==> config.mk <==
export PLATFORM = sky130hd
export DESIGN_NAME = mgmt_dev_regs_flat
export DESIGN_NICKNAME = d
export VERILOG_FILES = /design/src/mgmt_pkg.sv /design/src/mgmt_link_if.sv /design/src/mgmt_dev_regs.sv /design/src/flat_wrapper.sv
export SDC_FILE = /design/constraint.sdc
export NUM_CORES = 1
export LEC_CHECK = 0
export ABC_AREA = 0
export BUFFER_PORTS_ARGS = -buffer_cell sky130_fd_sc_hd__buf_2
export CAP_MARGIN = 40
export CELL_PAD_IN_SITES_DETAIL_PLACEMENT = 0
export CELL_PAD_IN_SITES_GLOBAL_PLACEMENT = 1
export CORE_MARGIN = 2
export CORE_UTILIZATION = 25
export CTS_CLUSTER_DIAMETER = 60
export CTS_CLUSTER_SIZE = 12
export DETAILED_ROUTE_END_ITERATION = 12
export GPL_ROUTABILITY_DRIVEN = 0
export GPL_TIMING_DRIVEN = 0
export PLACE_DENSITY_LB_ADDON = 0.12
export SYNTH_ARGS = -nofsm -noshare
export SYNTH_HDL_FRONTEND = slang
export SYNTH_SLANG_ARGS = --single-unit
export TNS_END_PERCENT = 20
==> constraint.sdc <==
create_clock -name clk -period 1.5 [get_ports clk]
set_input_delay 0.3 -clock clk [delete_from_list [all_inputs] [get_ports clk]]
set_output_delay 0.3 -clock clk [all_outputs]
set_load 0.01 [all_outputs]
==> src/mgmt_pkg.sv <==
package mgmt_pkg;
  // Management access widths
  localparam int ADDR_W = 5;
  localparam int DATA_W = 16;
  localparam int EXT_ADDR_W = 8;
  localparam int IDLE_CNT_W = 8;

  // Device register offsets
  localparam logic [ADDR_W-1:0] REG_GIG_CTRL = 5'h09;
  localparam logic [ADDR_W-1:0] REG_GIG_STAT = 5'h0a;
  localparam logic [ADDR_W-1:0] REG_EXT_CTRL = 5'h0b;
  localparam logic [ADDR_W-1:0] REG_EXT_WDATA = 5'h0c;
  localparam logic [ADDR_W-1:0] REG_EXT_RDATA = 5'h0d;
  localparam logic [ADDR_W-1:0] REG_EXT_STAT = 5'h0f;

  // Field positions of the gigabit control and status words
  localparam int B_ADV_FULL = 9;
  localparam int B_ADV_HALF = 8;
  localparam int B_MS_FAULT = 15;
  localparam int B_MS_MASTER = 14;
  localparam int B_LOC_OK = 13;
  localparam int B_REM_OK = 12;
  localparam int B_LP_FULL = 11;
  localparam int B_LP_HALF = 10;

  // Field positions of the extended access control word
  localparam int B_EXT_WRITE = 15;
  localparam int B_EXT_PAGE = 8;

  // Reset and fixed values
  localparam logic ADV_FULL_RST = 1'b1;
  localparam logic [DATA_W-1:0] EXT_CTRL_RST = 16'h0000;
  localparam logic [DATA_W-1:0] EXT_DATA_RST = 16'h0000;
  localparam logic [DATA_W-1:0] EXT_STAT_VALUE = 16'h3000;
  localparam logic [IDLE_CNT_W-1:0] IDLE_CNT_MAX = 8'hff;

  // Controller register offsets on the AXI4-Lite side
  localparam int CSR_AW = 4;
  localparam logic [CSR_AW-1:0] CSR_CMD = 4'h0;
  localparam logic [CSR_AW-1:0] CSR_STATUS = 4'h4;
  localparam logic [CSR_AW-1:0] CSR_IRQ_STAT = 4'h8;
  localparam logic [CSR_AW-1:0] CSR_IRQ_MASK = 4'hc;

  // Controller field positions
  localparam int CMD_WRITE_BIT = 8;
  localparam int CMD_DATA_LSB = 16;
  localparam int STAT_BUSY_BIT = 0;
  localparam int IRQ_DONE_BIT = 0;
  localparam int IRQ_W = 1;

  // AXI responses
  localparam logic [1:0] AXI_OKAY = 2'b00;
  localparam logic [1:0] AXI_SLVERR = 2'b10;
endpackage
==> src/mgmt_link_if.sv <==
interface mgmt_link_if;
  import mgmt_pkg::*;
  logic req; // Access request, held until ack
  logic we; // 1 = write, 0 = read
  logic [ADDR_W-1:0] addr; // Register offset
  logic [DATA_W-1:0] wdata; // Write data
  logic ack; // One-cycle answer from the device
  logic [DATA_W-1:0] rdata; // Read data, valid with ack

  modport host (output req, output we, output addr, output wdata,
                input ack, input rdata);
  modport device (input req, input we, input addr, input wdata,
                  output ack, output rdata);
endinterface

==> src/mgmt_dev_regs.sv <==
// Functional notes
// - Full-duplex advert bit, read/write, resets one
// - Half-duplex advert bit resets from strap
// - Control reserved bits ignored, read zero
// - Configuration fault latches high, clears on read
// - Resolved role bit: master one
// - Local receiver health mirrored
// - Remote receiver health mirrored
// - Partner gigabit full/half abilities mirrored
// - Idle error count, qualified, clears on read
// - Count one per errored symbol period
// - Extended access direction bit, write one
// - Extended page bit plus reserved read/write
// - Extended register address field
// - Write data goes to extended register
// - Read data shows extended register value
// - 1000BASE-X abilities always read zero
// - Twisted-pair abilities read one, rest zero
module mgmt_dev_regs
  import mgmt_pkg::*;
(
  input wire logic clk,
  input wire logic rstn,
  mgmt_link_if.device link,
  input wire logic halfDuplexStrap, // Level sampled after reset release
  input wire logic msFaultEvent, // Configuration fault seen
  input wire logic msMaster, // Role resolved to master
  input wire logic localRxOk,
  input wire logic remoteRxOk,
  input wire logic partner_gig_full_duplex,
  input wire logic partner_gig_half_duplex,
  input wire logic receivingIdle, // Receiver sees idles
  input wire logic transmit_mode_indication, // High in normal sending
  input wire logic symbolError, // One symbol period flagged in error
  input wire logic [DATA_W-1:0] extRdData, // Answer to extRdStb
  output logic advertFull,
  output logic advertHalf,
  output logic extWrStb, // One-cycle extended write
  output logic extRdStb, // One-cycle extended read
  output logic extPage,
  output logic [EXT_ADDR_W-1:0] extAddr,
  output logic [DATA_W-1:0] extWrData
);

  logic ack_r; // Answer pulse
  logic [DATA_W-1:0] rdata_r; // Answer data
  logic strapDone_r; // Strap has been taken
  logic advFull_r;
  logic advHalf_r;
  logic msFault_r; // Sticky fault
  logic [4:0] mirror_r; // Registered status mirrors, role bit first
  logic [IDLE_CNT_W-1:0] idleCnt_r;
  logic [DATA_W-1:0] extCtrl_r;
  logic [DATA_W-1:0] extWdata_r;
  logic [DATA_W-1:0] extRdata_r;
  logic extWrStb_r;
  logic extRdStb_r;
  logic access; // Request taken this cycle
  logic wrAcc; // Write taken this cycle
  logic rdStat; // Status word read this cycle
  logic countIdle; // Idle error qualifies
  logic [DATA_W-1:0] rdMux; // Selected read word

  // A request is taken once; ack blocks a second take of the same one
  assign access = link.req && !ack_r;
  assign wrAcc = access && link.we;
  assign rdStat = access && !link.we && link.addr == REG_GIG_STAT;
  assign countIdle = symbolError && receivingIdle &&
                     transmit_mode_indication;

  // Status word assembly, shared by the read mux
  function automatic logic [DATA_W-1:0] statWord(
    input logic fault,
    input logic [4:0] mir,
    input logic [IDLE_CNT_W-1:0] cnt
  );
    logic [DATA_W-1:0] w;
    w = '0;
    w[B_MS_FAULT] = fault;
    w[B_MS_MASTER] = mir[4];
    w[B_LOC_OK] = mir[3];
    w[B_REM_OK] = mir[2];
    w[B_LP_FULL] = mir[1];
    w[B_LP_HALF] = mir[0];
    w[IDLE_CNT_W-1:0] = cnt;
    return w;
  endfunction

  // Read multiplexer; unmapped offsets read zero
  always_comb begin
    rdMux = '0;
    unique case (link.addr)
      REG_GIG_CTRL: begin
        rdMux[B_ADV_FULL] = advFull_r;
        rdMux[B_ADV_HALF] = advHalf_r;
      end
      REG_GIG_STAT: rdMux = statWord(msFault_r, mirror_r, idleCnt_r);
      REG_EXT_CTRL: rdMux = extCtrl_r;
      REG_EXT_WDATA: rdMux = extWdata_r;
      REG_EXT_RDATA: rdMux = extRdata_r;
      REG_EXT_STAT: rdMux = EXT_STAT_VALUE;
      default: rdMux = '0;
    endcase
  end

  // Answer: ack one cycle after the request is seen, data with it
  always_ff @(posedge clk or negedge rstn) begin
    if (!rstn) begin
      ack_r <= 1'b0;
      rdata_r <= '0;
    end else begin
      ack_r <= access;
      if (access && !link.we) begin
        rdata_r <= rdMux;
      end
    end
  end

  // Advertisement bits; the strap is taken on the first edge after
  // release because an async reset must only load constants
  always_ff @(posedge clk or negedge rstn) begin
    if (!rstn) begin
      strapDone_r <= 1'b0;
      advFull_r <= ADV_FULL_RST;
      advHalf_r <= 1'b0;
    end else if (!strapDone_r) begin
      strapDone_r <= 1'b1;
      advHalf_r <= halfDuplexStrap;
    end else if (wrAcc && link.addr == REG_GIG_CTRL) begin
      advFull_r <= link.wdata[B_ADV_FULL];
      advHalf_r <= link.wdata[B_ADV_HALF];
      // Low bits are dropped on purpose
    end
  end

  // Sticky fault: a new fault in the read cycle survives the clear
  always_ff @(posedge clk or negedge rstn) begin
    if (!rstn) begin
      msFault_r <= 1'b0;
    end else if (msFaultEvent) begin
      msFault_r <= 1'b1;
    end else if (rdStat) begin
      msFault_r <= 1'b0;
    end
  end

  // Live mirrors, registered so they read zero out of reset
  always_ff @(posedge clk or negedge rstn) begin
    if (!rstn) begin
      mirror_r <= '0;
    end else begin
      mirror_r <= {msMaster, localRxOk, remoteRxOk,
                   partner_gig_full_duplex,
                   partner_gig_half_duplex};
    end
  end

  // Idle error counter; saturates so a long burst is not hidden by wrap
  always_ff @(posedge clk or negedge rstn) begin
    if (!rstn) begin
      idleCnt_r <= '0;
    end else if (rdStat) begin
      idleCnt_r <= countIdle ? IDLE_CNT_W'(1) : '0;
    end else if (countIdle && idleCnt_r != IDLE_CNT_MAX) begin
      idleCnt_r <= idleCnt_r + IDLE_CNT_W'(1);
    end
  end

  // Extended access control and write data, fully read/write
  always_ff @(posedge clk or negedge rstn) begin
    if (!rstn) begin
      extCtrl_r <= EXT_CTRL_RST;
      extWdata_r <= EXT_DATA_RST;
    end else if (wrAcc) begin
      if (link.addr == REG_EXT_CTRL) begin
        extCtrl_r <= link.wdata;
      end
      if (link.addr == REG_EXT_WDATA) begin
        extWdata_r <= link.wdata;
      end
    end
  end

  // Strobes toward the extended bank
  always_ff @(posedge clk or negedge rstn) begin
    if (!rstn) begin
      extWrStb_r <= 1'b0;
      extRdStb_r <= 1'b0;
    end else begin
      extWrStb_r <= wrAcc && link.addr == REG_EXT_WDATA &&
                    extCtrl_r[B_EXT_WRITE];
      extRdStb_r <= wrAcc && link.addr == REG_EXT_CTRL &&
                    !link.wdata[B_EXT_WRITE];
    end
  end

  // Read data is caught while the read strobe stands
  always_ff @(posedge clk or negedge rstn) begin
    if (!rstn) begin
      extRdata_r <= EXT_DATA_RST;
    end else if (extRdStb_r) begin
      extRdata_r <= extRdData;
    end
  end

  // All outputs straight from flops
  assign link.ack = ack_r;
  assign link.rdata = rdata_r;
  assign advertFull = advFull_r;
  assign advertHalf = advHalf_r;
  assign extWrStb = extWrStb_r;
  assign extRdStb = extRdStb_r;
  assign extPage = extCtrl_r[B_EXT_PAGE];
  assign extAddr = extCtrl_r[EXT_ADDR_W-1:0];
  assign extWrData = extWdata_r;

endmodule

==> src/flat_wrapper.sv <==
// flat-port wrapper written by rule: the top's interface ports become plain ports
module mgmt_dev_regs_flat import mgmt_pkg::*;
  (clk, rstn, halfDuplexStrap, msFaultEvent, msMaster, localRxOk, remoteRxOk, partner_gig_full_duplex, partner_gig_half_duplex, receivingIdle, transmit_mode_indication, symbolError, extRdData, advertFull, advertHalf, extWrStb, extRdStb, extPage, extAddr, extWrData, link_req, link_we, link_addr, link_wdata, link_ack, link_rdata);
  mgmt_link_if link_i ();
  input wire logic clk;
  input wire logic rstn;
  input wire logic halfDuplexStrap;
  input wire logic msFaultEvent;
  input wire logic msMaster;
  input wire logic localRxOk;
  input wire logic remoteRxOk;
  input wire logic partner_gig_full_duplex;
  input wire logic partner_gig_half_duplex;
  input wire logic receivingIdle;
  input wire logic transmit_mode_indication;
  input wire logic symbolError;
  input wire logic [DATA_W-1:0] extRdData;
  output logic advertFull;
  output logic advertHalf;
  output logic extWrStb;
  output logic extRdStb;
  output logic extPage;
  output logic [EXT_ADDR_W-1:0] extAddr;
  output logic [DATA_W-1:0] extWrData;
  input wire logic [$bits(link_i.req)-1:0] link_req;
  input wire logic [$bits(link_i.we)-1:0] link_we;
  input wire logic [$bits(link_i.addr)-1:0] link_addr;
  input wire logic [$bits(link_i.wdata)-1:0] link_wdata;
  output wire logic [$bits(link_i.ack)-1:0] link_ack;
  output wire logic [$bits(link_i.rdata)-1:0] link_rdata;
  assign link_i.req = link_req;
  assign link_i.we = link_we;
  assign link_i.addr = link_addr;
  assign link_i.wdata = link_wdata;
  assign link_ack = link_i.ack;
  assign link_rdata = link_i.rdata;
  mgmt_dev_regs u_core (.clk(clk), .rstn(rstn), .link(link_i), .halfDuplexStrap(halfDuplexStrap), .msFaultEvent(msFaultEvent), .msMaster(msMaster), .localRxOk(localRxOk), .remoteRxOk(remoteRxOk), .partner_gig_full_duplex(partner_gig_full_duplex), .partner_gig_half_duplex(partner_gig_half_duplex), .receivingIdle(receivingIdle), .transmit_mode_indication(transmit_mode_indication), .symbolError(symbolError), .extRdData(extRdData), .advertFull(advertFull), .advertHalf(advertHalf), .extWrStb(extWrStb), .extRdStb(extRdStb), .extPage(extPage), .extAddr(extAddr), .extWrData(extWrData));
endmodule
[After elaboration in Yosys (flattened, before gate mapping)]
Index checks and enable logic that the tools add are counted.
Storage, ports and cells
  register bits after elaboration: 84
  bits in latches: 0
  bits in writable memories: 0
  bits in read-only memories: 0
  input port bits: 51
  output and inout bits: 46
  logic and storage cells: 52
  memories kept: 0
Operators by class
  $add $sub $neg: 1
  multipliers: 0
  divide/modulo/power cells: 0
  $lt $le $gt $ge: 0
  eq/ne operators: 8
  shifts and indexed selects: 0
  multiplexer cells: 10
  bitwise gates (word level): 0
  reductions and logical operators: 20
Operators with widths (count)
  $pmux W8 S4: 1
  $eq A5 B4 Y1 const B: 6
  $pmux W6 S5: 1
  $mux W8: 2
  $logic_and A1 B1 Y1: 12
  $add A8 B1 Y8 const B: 1
  $ne A8 B8 Y1 const B: 1
  $pmux W2 S4: 1
  $reduce_and A2 Y1: 3
  $mux W1: 5
  $reduce_bool A2 Y1: 2
  $logic_not A1 Y1: 3
  $ne A2 B2 Y1 const B: 1

[Longest topological paths before layout]
Gate-level depths: netlist of the first run.
  word-level depth: 6
  mapped depth: 6
  depth with buffers taken out: 5

[Worst setup path before layout of the first run]
OpenSTA, ideal clock, no wires.
  kind: input -> register
  start: input link_addr[1]
  end: register u_core.extWdata_r[0], in the netlist u_core.extWrData[0]
  library setup time: 0.125 ns
  arrival: 1.571 ns
  required time: 1.375 ns
  slack: -0.196 ns
  stages: 6
  path buffers: 2
  path through: buf_6 nand2b_4 or2_4 nor3_4 buf_8 mux2_4
On the way
  cells in the longest elaborated chain, start to end: 2
RTL lines
  start, declared: RTL line flat_wrapper.sv:27  | input wire logic [$bits(link_i.addr)-1:0] link_addr;
  $eq A5 B4 Y1: RTL line mgmt_dev_regs.sv:178  | if (link.addr == REG_EXT_WDATA) begin
  $reduce_and A2 Y1 (no line)
  end signal, assigned: RTL line mgmt_dev_regs.sv:179  | extWdata_r <= link.wdata;
  end, declared: RTL line mgmt_dev_regs.sv:54  | logic [DATA_W-1:0] extWdata_r;
No other way between the ends.
A chain may end at the register's enable or synchronous reset.

[Final worst setup path of the first run]
  start: register u_core.ack_r, in the netlist u_core.link.ack
  end: register u_core.rdata_r[4], in the netlist u_core.link.rdata[4]
On the way
  cells in the longest elaborated chain, start to end: 3
RTL lines
  start, declared: RTL line mgmt_dev_regs.sv:45  | logic ack_r;
  start signal, assigned: RTL line mgmt_dev_regs.sv:112  | ack_r <= access;
  $logic_not A1 Y1: RTL line mgmt_dev_regs.sv:65  | assign access = link.req && !ack_r;
  $logic_and A1 B1 Y1: RTL line mgmt_dev_regs.sv:65
  $logic_and A1 B1 Y1: RTL line mgmt_dev_regs.sv:113  | if (access && !link.we) begin
  end signal, assigned: RTL line mgmt_dev_regs.sv:114  | rdata_r <= rdMux;
  end, declared: RTL line mgmt_dev_regs.sv:46  | logic [DATA_W-1:0] rdata_r;
No other way between the ends.

==> impl_results.md, run 1 <==
* WL final at 11900 um
* Drt pass-1 iters at 4
* N_diodes at 0
* Total congestion overflow at 0
* Pin count of the biggest net entering global routing at 46
* Asr flop ratio synth at 100%
* Power Density at roughly 1200 nW/um^2
* Final worst setup slack at -0.150 ns
* Worst EP required at 1.76 ns
* Hold path start: partner_gig_full_duplex
* Die height at 130 um
* Total of max-cap violations at 0
* Endpoint class of the critical path: flop
* Core footprint at 15300 um^2
* Syn Std Cell Area at just under 4000 um^2
* Worst EP arrival at 1.91 ns
* Max-slew violations at 0
* Die Width at 130 um
* Number of antenna violations at the first check in global routing at 0
* CTS tree: built
* TritonCTS sink count at 84
* Root Buffer: clkbuf_16
* Worst-path fanout max at 8
* Worst-Margin Slew at about 0.60 ns
* Leakage at 0.00249 uW
* Clock Latency Late Sink at between 0.3 and 0.4 ns
* Clk pin slew, worst setup/hold paths at 0.06 ns
* Layout cell share with drive strength beyond 1 at about 47%
* TNS Setup at -2.54 ns
* Synth warnings at 0
* Max incr delay on CP at 0.40 ns
* Via Count at 2958
* Worst Setup Path Type: reg2reg
* Max IR drop VDD at between 0.6 and 0.7 mV
* RSZ-0062 raised after global routing: true
* Total CTS buffers at 9
* Yosys reg bits at 84
* Instance count of the mapped netlist at 323
* Port Buffers at 94
* Fin util at between 30 and 40%
* DR vias/cell at 4.51
* Status: complete, but fails checks
* Final Setup Violations at 30
* R2r startpoint: u_core.link.ack
* Failing checks: negative setup slack
* Die ar. at 16800 um^2
* Hold Crit Class: in2reg
* Crit path launch type: flop
* Starting Density at 25.8%
* Max Clock Skew at 0.00661 ns
* Pre-CTS WS at -0.820 ns
* Fin. Hold Viols at 0
* Dominant synthesized flop cell: dfrtp_1
* Post-synthesis cell type count at between 50 and 60
* # DRC at 0
* DRT iter0 DRCs at 106
* Synthesized area per cell at between 10 and 15 um^2
* EDFF count, synth at 0
* Worst-path cell chain: or3b_1 -> buf_6 -> or2_4 -> a21o_4 -> o21ai_1
* Routed wire length per instance at 18.1 um
* Hold WS at 0.0626 ns
* Setup crit start: u_core.link.ack
* CTS max path bufs at 2
* Max_slew headroom at 59.7%
* Overall global routing resource usage at 15.1%
* CP max-delay cell: dfrtp_1
* Post-synth net total at 375
* Rows at 45
* HPWL Detailed at 8450 um
* Sequential share of the synthesized area at 53.2%
* Io pins at 97
* Fin crit share at 110%
* H-tree Lvls at 3
* Layout Area Growth over Synthesis at 33.2%
* ANT nets after route at 0
* Min Tclk post-route at around 1.7 ns
* Number of global-route vias before repair at 3141
* Final net count at 492
* First-pass GRT wire length at 18700 um
* Fmax at 606 MHz
[cell usage in the layout (no fill, tap or decap), types with 3 or more instances in the layout]
cell and count:
mux2_4 10, clkbuf_2 3, nand3b_1 25, o21ai_1 8, nand2_1 20, a21oi_1 16
buf_6 4, bufinv_16 3, clkbuf_16 9, inv_1 5, dfrtp_1 83, nand3_1 5
mux2_2 39, a221oi_1 12, xor2_1 3, nor2_1 7, a22o_1 3, clkbuf_1 9
buf_4 16, o21ai_2 7, mux2i_1 7, buf_2 95, nand2b_1 4
[cell usage after synthesis (all sizes together) (5+ instances only)]
library cell  number  share of area, %
nand2             20               1.9
mux2              49                15
dfrtp             83                52
nor2               9               1.0
clkbuf            12               1.1
a221oi            12               2.7
nand3b            25               4.7
nand2b             6               1.2
inv                5              0.47
o21ai             16               2.0
buf               14               2.8
mux2i              7               1.8
a21oi             16               2.0
nand3              6               1.1
[flip-flops by register name, indices dropped and copies added, names as in the netlist]
register and count:
u_core.idleCnt_r 8, u_core.link.ack 1, u_core.extRdata_r 16, u_core.strapDone_r 1
u_core.advertHalf 1, u_core.advertFull 1, u_core.msFault_r 1, u_core.link.rdata 16
u_core.extCtrl_r 16, u_core.mirror_r 5, u_core.extRdStb 1, u_core.extWrStb 1
u_core.extWrData 16
[cell type report]
class / instances / area (um^2)
inverter: 5 / 18.8
buffer: 26 / 180
clock inverter: 4 / 95.1
fill: 1610 / 10000
multi-input combinational: 208 / 1740
clock buffer: 12 / 256
tap: 211 / 264
timing repair buffer: 106 / 613
sequential: 84 / 2100
[layer usage]
metal / GRT usage [%] / share of wire (%) / routed length, um
met5: 0 / 0 / 0
met4: 2.91 / 0.94 / 111
met3: 5.25 / 6.8 / 807
met2: 24.2 / 47 / 5560
met1: 19.9 / 45 / 5390
[timing repair]
action / in CTS / in global routing
gates resized for setup: 29 / 7
endpoints found under the setup margin: 56 / 52
pin swaps: 8 / 4
hold buffers: 1 / 0
setup buffers: 9 / 0
cloned: 1 / 0
endpoints found under the hold margin: 38 / 0
[where the power goes]
group | internal (uW) | switching (uW)
Combinational | 406 | 400
Sequential | 2470 | 202
Clock | 1720 | 906
[worst max-delay path, delay by kind of cell, from the launching register on]
family / cells / cell delay [ns]
AOI/OAI and AO/OA: 2 / 0.39
buffers and inverters: 1 / 0.16
DFF: 1 / 0.40
and+or+nand+nor: 2 / 0.62
[worst paths after layout]
kind | to | slack (ns) | cells past startpoint
max | u_core.link.rdata[4] | -0.15 | 5
min | u_core.mirror_r[1] | 0.06 | 1
max reg2reg | u_core.link.rdata[4] | -0.15 | 5
min reg2reg | u_core.advertHalf | 0.47 | 1
max in group asynchronous | u_core.extRdata_r[4] | 0.38 | 3
min in group asynchronous | u_core.link.rdata[0] | 0.49 | 2
[through the flow]
stage	std cells	power [uW]	cell area [um^2]
after floorplan	323	3120	3970
after global placement	628	3470	4700
after detailed placement	629	3500	4730
after CTS	656	6210	5250
after global routing	656	6460	5270
final	656	6100	5270
[logic make-up (layout without fill, tap and decap cells)]
family,count (synthesis),in the layout,synth area share (%)
compound gates,61,61,10.1
buf+inv,31,153,4.46
other cells,1,1,0.0948
simple gates,84,84,14.2
mux,56,56,16.6
xor+xnor,5,5,1.11
fa+ha+maj,1,1,0.316
flops,84,84,53.2
(Power assumes the default switching activity.)
==> run 2: changes to the inputs <==
--- a/config.mk
+++ b/config.mk
@@ -5,7 +5,7 @@
 export SDC_FILE = /design/constraint.sdc
 export NUM_CORES = 1
 export LEC_CHECK = 0
-export ABC_AREA = 0
+export ABC_AREA = 1
 export BUFFER_PORTS_ARGS = -buffer_cell sky130_fd_sc_hd__buf_2
 export CAP_MARGIN = 40
 export CELL_PAD_IN_SITES_DETAIL_PLACEMENT = 0
==> impl_results.md, run 2 <==
* Status: finished clean (was complete, but fails checks)
* Overall global routing resource usage at 15.2% (was 15.1%)
* N_diodes at 0 (unchanged)
* ANT nets after route at 0 (unchanged)
* CTS tree: built (unchanged)
* Pin count of the biggest net entering global routing at 51 (was 46)
* Power Density at 1160 nW/um^2 (about the same)
* First-pass GRT wire length at 18600 um (was 18700 um)
* # DRC at 0 (unchanged)
* Final net count at 621 (was 492)
* RSZ-0062 raised after global routing: true (unchanged)
* Internal power at 4140 uW (was 4600 uW)
* Most common cell in the netlist: nand2_1 (was dfrtp_1)
* Total congestion overflow at 0 (unchanged)
* Layout Area Growth over Synthesis at 29.2% (was 33.2%)
* Met2 GRT Util at 22.8% (was 24.2%)
* Psw at 1630 uW (was 1510 uW)
* Rows at 45 (unchanged)
* Min Tclk post-route at 1.43 ns (was 1.65 ns)
* Sw Ratio at 28.3% (was 24.7%)
* Commonest non-fill, non-tap cell in the layout: nand2_1 (was buf_2)
* Register share of total power at 48.0% (was 43.8%)
* Clock network power share at 37.6% (was 43.0%)
* EDFF count, synth at 0 (unchanged)
* Asr flop ratio synth at 100% (unchanged)
* Synth warnings at 0 (unchanged)
* R2R Setup Slk at 0.07 ns (was -0.15 ns)
* Routed wire length per instance at 15.6 um (was 18.1 um)
* Syn Std Cell Area at 3850 um^2 (was 3960 um^2)
* Sequential share of the synthesized area at 54.6% (was 53.2%)
* Total CTS buffers at 9 (unchanged)
* Worst EP required at 1.78 ns (was 1.76 ns)
* Worst Setup Path Type: reg2reg (unchanged)
* R2r worst-path depth at 9 (was 5)
* Die ar. at 16400 um^2 (was 16800 um^2)
* Post-synth net total at 508 (was 375)
* M1 GR Usage at 21.4% (was 19.9%)
* H-tree Lvls at 3 (unchanged)
* Die Width at 128 um (was 130 um)
* Worst-path fanout max at 7 (was 8)
* Part of the power in combinational logic at 14.5% (was 13.2%)
* Grt peak-use layer: met2 (unchanged)
* HPWL Detailed at 9180 um (was 8450 um)
* Final Setup Violations at 0 (was 30)
* TritonCTS sink count at 84 (unchanged)
* Leading area contributor after synthesis: dfrtp_1 (unchanged)
* Most frequent cells in the layout: nand2_1 (149), buf_2 (106), dfrtp_1 (82), inv_1 (41), o21ai_1 (39) (was buf_2 (95), dfrtp_1 (83), mux2_2 (39), nand3b_1 (25), nand2_1 (20))
* Share of the synthesized area in the top cell type at 53.9% (was 52.5%)
* Port Buffers at 96 (was 94)
* Hold Path Depth at 1 (unchanged)
* Hold Crit Class: in2reg (unchanged)
* Dominant synthesized flop cell: dfrtp_1 (unchanged)
* Power Total at 5770 uW (was 6100 uW)
* Post-synthesis cell type count at 27 (was 54)
* Max_slew headroom at 65.8% (was 59.7%)
* Io pins at 97 (unchanged)
* Number of antenna violations at the first check in global routing at 0 (unchanged)
* Root Buffer: clkbuf_16 (unchanged)
* Max-slew violations at 0 (unchanged)
* Layout cell share with drive strength beyond 1 at 30.3% (was 47.4%)
* Core footprint at 15100 um^2 (was 15300 um^2)
* Fin crit share at 95.3% (was 110%)
* Worst EP arrival at 1.71 ns (was 1.91 ns)
* Clock Latency Late Sink at 0.35 ns (was 0.34 ns)
* Drt pass-1 iters at 4 (unchanged)
* Total of max-cap violations at 0 (unchanged)
* Leakage at 0.00269 uW (was 0.00249 uW)
* Die height at 128 um (was 130 um)
* Fmax at 699 MHz (was 606 MHz)
* Starting Density at 25.4% (was 25.8%)
* Yosys reg bits at 84 (unchanged)
* Via Count at 3410 (was 2958)
* CTS max path bufs at 2 (unchanged)
* Synth area leaders: dfrtp_1 (54%), nand2_1 (15%), o21ai_1 (4.9%) (was dfrtp_1 (52%), mux2_2 (11%), nand3b_1 (4.7%))
* Fin. Hold Viols at 0 (unchanged)
* Hold WS at 0.0605 ns (was 0.0626 ns)
* Crit path launch type: flop (unchanged)
* Synthesized area per cell at 8.44 um^2 (was 12.2 um^2)
* Number of global-route vias before repair at 3375 (was 3141)
* DRT iter0 DRCs at 149 (was 106)
* GR Util met3 at 2.71% (was 5.25%)
* WL final at 11900 um (about the same)
* Worst-Margin Slew at 0.513 ns (was 0.605 ns)
* DR vias/cell at 4.48 (was 4.51)
* Max IR drop VDD at 0.485 mV (was 0.690 mV)
* Endpoint class of the critical path: flop (unchanged)
* Instance count of the mapped netlist at 456 (was 323)
* Max Clock Skew at 0.00773 ns (was 0.00661 ns)
* Synth cell count leaders: nand2_1 (152), dfrtp_1 (83), inv_1 (42) (was dfrtp_1 (83), mux2_2 (40), nand3b_1 (25))
* Clk pin slew, worst setup/hold paths at 0.07 ns (was 0.06 ns)
run 2: cell families after synthesis:
group	Yosys count	synth area share (%)
buf+inv	71	8.16
other cells	1	0.0974
mux	7	2.05
xor+xnor	1	0.228
compound gates	74	9.94
flops	84	54.6
fa+ha+maj	1	0.325
simple gates	217	24.6
run 2: timing repair:
item / 4_1_cts / 5_1_grt
setup endpoints to repair: 52 / 25
cloned: 0 / 0
pin swaps: 0 / 4
gates resized for setup: 8 / 9
hold endpoints to repair: 34 / 0
hold buffers: 1 / 0
setup buffers: 0 / 4
run 2: power groups by stage:
| stage | sequential (uW) | combinational (uW) | clock [uW] |
|---|---|---|---|
| after floorplan | 2750 | 418 | 0 |
| after global placement | 2800 | 748 | 0 |
| after detailed placement | 2810 | 772 | 0 |
| after CTS | 2770 | 786 | 2240 |
| after global routing | 2810 | 949 | 2310 |
| final | 2770 | 835 | 2170 |
run 2: worst paths after layout:
kind / startpoint / to
hold reg to reg: u_core.link.rdata[6] / u_core.link.rdata[6]
hold / removal: partner_gig_full_duplex / u_core.mirror_r[1]
setup / recovery: u_core.idleCnt_r[0] / u_core.idleCnt_r[7]
min in group asynchronous: rstn / u_core.idleCnt_r[1]
setup reg to reg: u_core.idleCnt_r[0] / u_core.idleCnt_r[7]
max in group asynchronous: rstn / u_core.advertFull
run 2: worst max-delay path: stages, from the launching register on:
cell	delay (ns)
dfrtp_2	0.41
ha_2	0.20
nand2_2	0.07
nor2_4	0.15
nand3_2	0.08
nand2_2	0.14
nand2_4	0.11
inv_4	0.09
nand2_1	0.05
o21ai_1	0.06
run 2: layout make-up:
cell class	instances	area, um^2
plain buffers	23	135
clock buffers	12	267
clock inverters	4	22.5
fillers	1638	10200
inverters	48	185
multi-input cells	301	1480
flip-flops and latches	84	2100
well taps	188	235
repair buffers	102	551
run 2: stage by stage:
step                      instance area, um^2  util, %  setup slack [ns]  std cells  setup TNS, ns
after floorplan                          3850        -             0.154        456              0
after global placement                   4570     30.1            -0.735        740         -70.34
after detailed placement                 4600     30.3            -0.302        741         -10.11
after CTS                                4920     32.5           0.00281        758              0
after global routing                     4980     32.9           -0.0395        762         -0.289
final                                    4980     32.9            0.0701        762              0
run 2: layer usage:
layer  part of all wire [%]  vias to the layer above
met5                      0                        -
met4                    2.2                        0
met3                    3.1                       15
met2                     45                       72
met1                     49                     1640
li1                       -                     1683
==> run 3: changes to the inputs <==
==> constraint.sdc (replaced) <==
create_clock -name clk -period 1.3 [get_ports clk]
set_input_delay 0.26 -clock clk [delete_from_list [all_inputs] [get_ports clk]]
set_output_delay 0.26 -clock clk [all_outputs]
set_load 0.01 [all_outputs]
==> impl_results.md, run 3 (synthesis gave the netlist of run 2 again) <==
* Status: complete, but fails checks (was finished clean)
* Failing checks: negative setup slack
* Hold path start: partner_gig_half_duplex (was partner_gig_full_duplex)
* M1 GR Usage at 21.7% (was 21.4%)
* Cell area after layout at 5180 um^2 (was 4980 um^2)
* Fmax at 757 MHz (was 699 MHz)
* Most frequent cells in the layout: nand2_1 (141), buf_2 (95), dfrtp_1 (81), inv_1 (40), o21ai_1 (40) (was nand2_1 (149), buf_2 (106), dfrtp_1 (82), inv_1 (41), o21ai_1 (39))
* # DRC at 0 (unchanged)
* Final Setup Violations at 2 (was 0)
* Total congestion overflow at 0 (unchanged)
* CTS max path bufs at 2 (unchanged)
* Fin. Hold Viols at 0 (unchanged)
* Final worst setup slack at -0.0204 ns (was 0.0701 ns)
* Min Tclk post-route at 1.32 ns (was 1.43 ns)
* Setup crit start: u_core.idleCnt_r[0] (unchanged)
* Routed wire length per instance at 15.6 um (about the same)
* Via Count at 3350 (was 3410)
* Worst Setup Path Type: reg2reg (unchanged)
* Max_slew headroom at 64.8% (was 65.8%)
* Hold Crit Class: in2reg (unchanged)
* HPWL Detailed at 9070 um (was 9180 um)
* Root Buffer: clkbuf_16 (unchanged)
* DR vias/cell at 4.36 (was 4.48)
* Starting Density at 25.4% (unchanged)
* Crit path launch type: flop (unchanged)
* Worst EP arrival at 1.60 ns (was 1.71 ns)
* Pin count of the biggest net entering global routing at 49 (was 51)
* TritonCTS sink count at 84 (unchanged)
* Power Total at 6700 uW (was 5770 uW)
* Max Clock Skew at 0.00995 ns (was 0.00773 ns)
* Worst-path fanout max at 7 (unchanged)
* Die height at 128 um (unchanged)
* Number of global-route vias before repair at 3347 (was 3375)
* Drt pass-1 iters at 4 (unchanged)
* Final net count at 629 (was 621)
* Total CTS buffers at 9 (unchanged)
* Power Density at 1290 nW/um^2 (was 1160 nW/um^2)
* Fillers at 1601 (was 1638)
* Worst EP required at 1.58 ns (was 1.78 ns)
* Clock Latency Late Sink at 0.35 ns (about the same)
* Die ar. at 16400 um^2 (unchanged)
* Number of antenna violations at the first check in global routing at 0 (unchanged)
* Port Buffers at 96 (unchanged)
* Met2 GRT Util at 23.0% (was 22.8%)
* RSZ-0062 raised after global routing: true (unchanged)
* GR Util met3 at 3.17% (was 2.71%)
* Fin crit share at 102% (was 95.3%)
* Max IR drop VDD at 0.552 mV (was 0.485 mV)
* Io pins at 97 (unchanged)
* Leakage at 0.00276 uW (was 0.00269 uW)
* Total of max-cap violations at 0 (unchanged)
* H-tree Lvls at 3 (unchanged)
* Layout cell share with drive strength beyond 1 at 33.4% (was 30.3%)
* R2r startpoint: u_core.idleCnt_r[0] (unchanged)
* Worst-Margin Slew at 0.529 ns (was 0.513 ns)
* Die Width at 128 um (unchanged)
* DRT iter0 DRCs at 133 (was 149)
* Clk pin slew, worst setup/hold paths at 0.07 ns (about the same)
* Rows at 45 (unchanged)
* ANT nets after route at 0 (unchanged)
* Placed cell area at 4600 um^2 (about the same)
* N_diodes at 0 (unchanged)
* Grt peak-use layer: met2 (unchanged)
* Layout Area Growth over Synthesis at 34.5% (was 29.2%)
* First-pass GRT wire length at 18800 um (was 18600 um)
* WL final at 12000 um (was 11900 um)
* Commonest non-fill, non-tap cell in the layout: nand2_1 (unchanged)
* Max-slew violations at 0 (unchanged)
* CTS tree: built (unchanged)
* Overall global routing resource usage at 15.3% (was 15.2%)
* Core footprint at 15100 um^2 (unchanged)
* Endpoint class of the critical path: flop (unchanged)
-- run 3: timing repair --
item | 4_1_cts | 5_1_grt
hold buffers | 1 | 0
endpoints found under the setup margin | 69 | 61
resized for setup | 38 | 26
pin swaps | 8 | 10
buffers inserted | 9 | 3
cloned | 0 | 0
endpoints found under the hold margin | 36 | 0
-- run 3: final timing paths --
| path | end | slack, ns | depth (start not counted) |
|---|---|---|---|
| worst max-delay path | u_core.idleCnt_r[7] | -0.02 | 9 |
| worst min-delay path | u_core.mirror_r[0] | 0.02 | 1 |
| worst max register to register | u_core.idleCnt_r[7] | -0.02 | 9 |
| worst min register to register | u_core.link.rdata[9] | 0.48 | 2 |
| max in group asynchronous | u_core.advertFull | 0.18 | 3 |
| min in group asynchronous | u_core.idleCnt_r[7] | 0.44 | 2 |
-- run 3: cell type report --
type	instances	area, um^2	area share, %
multi-input combinational	301	1550	30.0
sequential	84	2110	40.7
timing repair buffer	110	633	12.2
inverter	48	195	3.77
clock buffer	13	260	5.02
clock inverter	2	10.0	0.193
buffer	23	186	3.60
tap	188	235	4.54
-- run 3: per-layer routing --
metal | wire (um) | part of all wire, %
met5 | 0 | 0
met4 | 163 | 1.4
met3 | 425 | 3.5
met2 | 5490 | 46
met1 | 5950 | 49
-- run 3: critical path: stages, from the launching register on --
cell	delay (ns)
dfrtp_2	0.40
ha_4	0.15
nand2_4	0.06
nor2_4	0.12
nand3_2	0.09
nand2_4	0.13
nand2_8	0.10
inv_8	0.08
nand2_2	0.04
o21ai_1	0.07
-- run 3: per-stage QoR --
stage / utilization [%] / instances / hold slack, ns / setup TNS [ns] / worst slack, ns
finish: 34.2 / 769 / 0.0208 / -0.0219 / -0.0204
global route: 34.2 / 769 / 0.0117 / -1.49 / -0.0807
CTS: 33.5 / 766 / 0.00626 / -0.194 / -0.0363
detailed placement: 30.4 / 741 / 0.281 / -21.77 / -0.477
global placement: 30.2 / 740 / 0.368 / -93.71 / -0.872
floorplan: - / 456 / -0.0356 / -0.0733 / -0.00629
-- run 3: where the power goes --
part | switching, uW | internal [uW] | total, uW
clock | 1030 | 1380 | 2410
sequential | 291 | 2900 | 3200
combinational | 590 | 506 | 1100
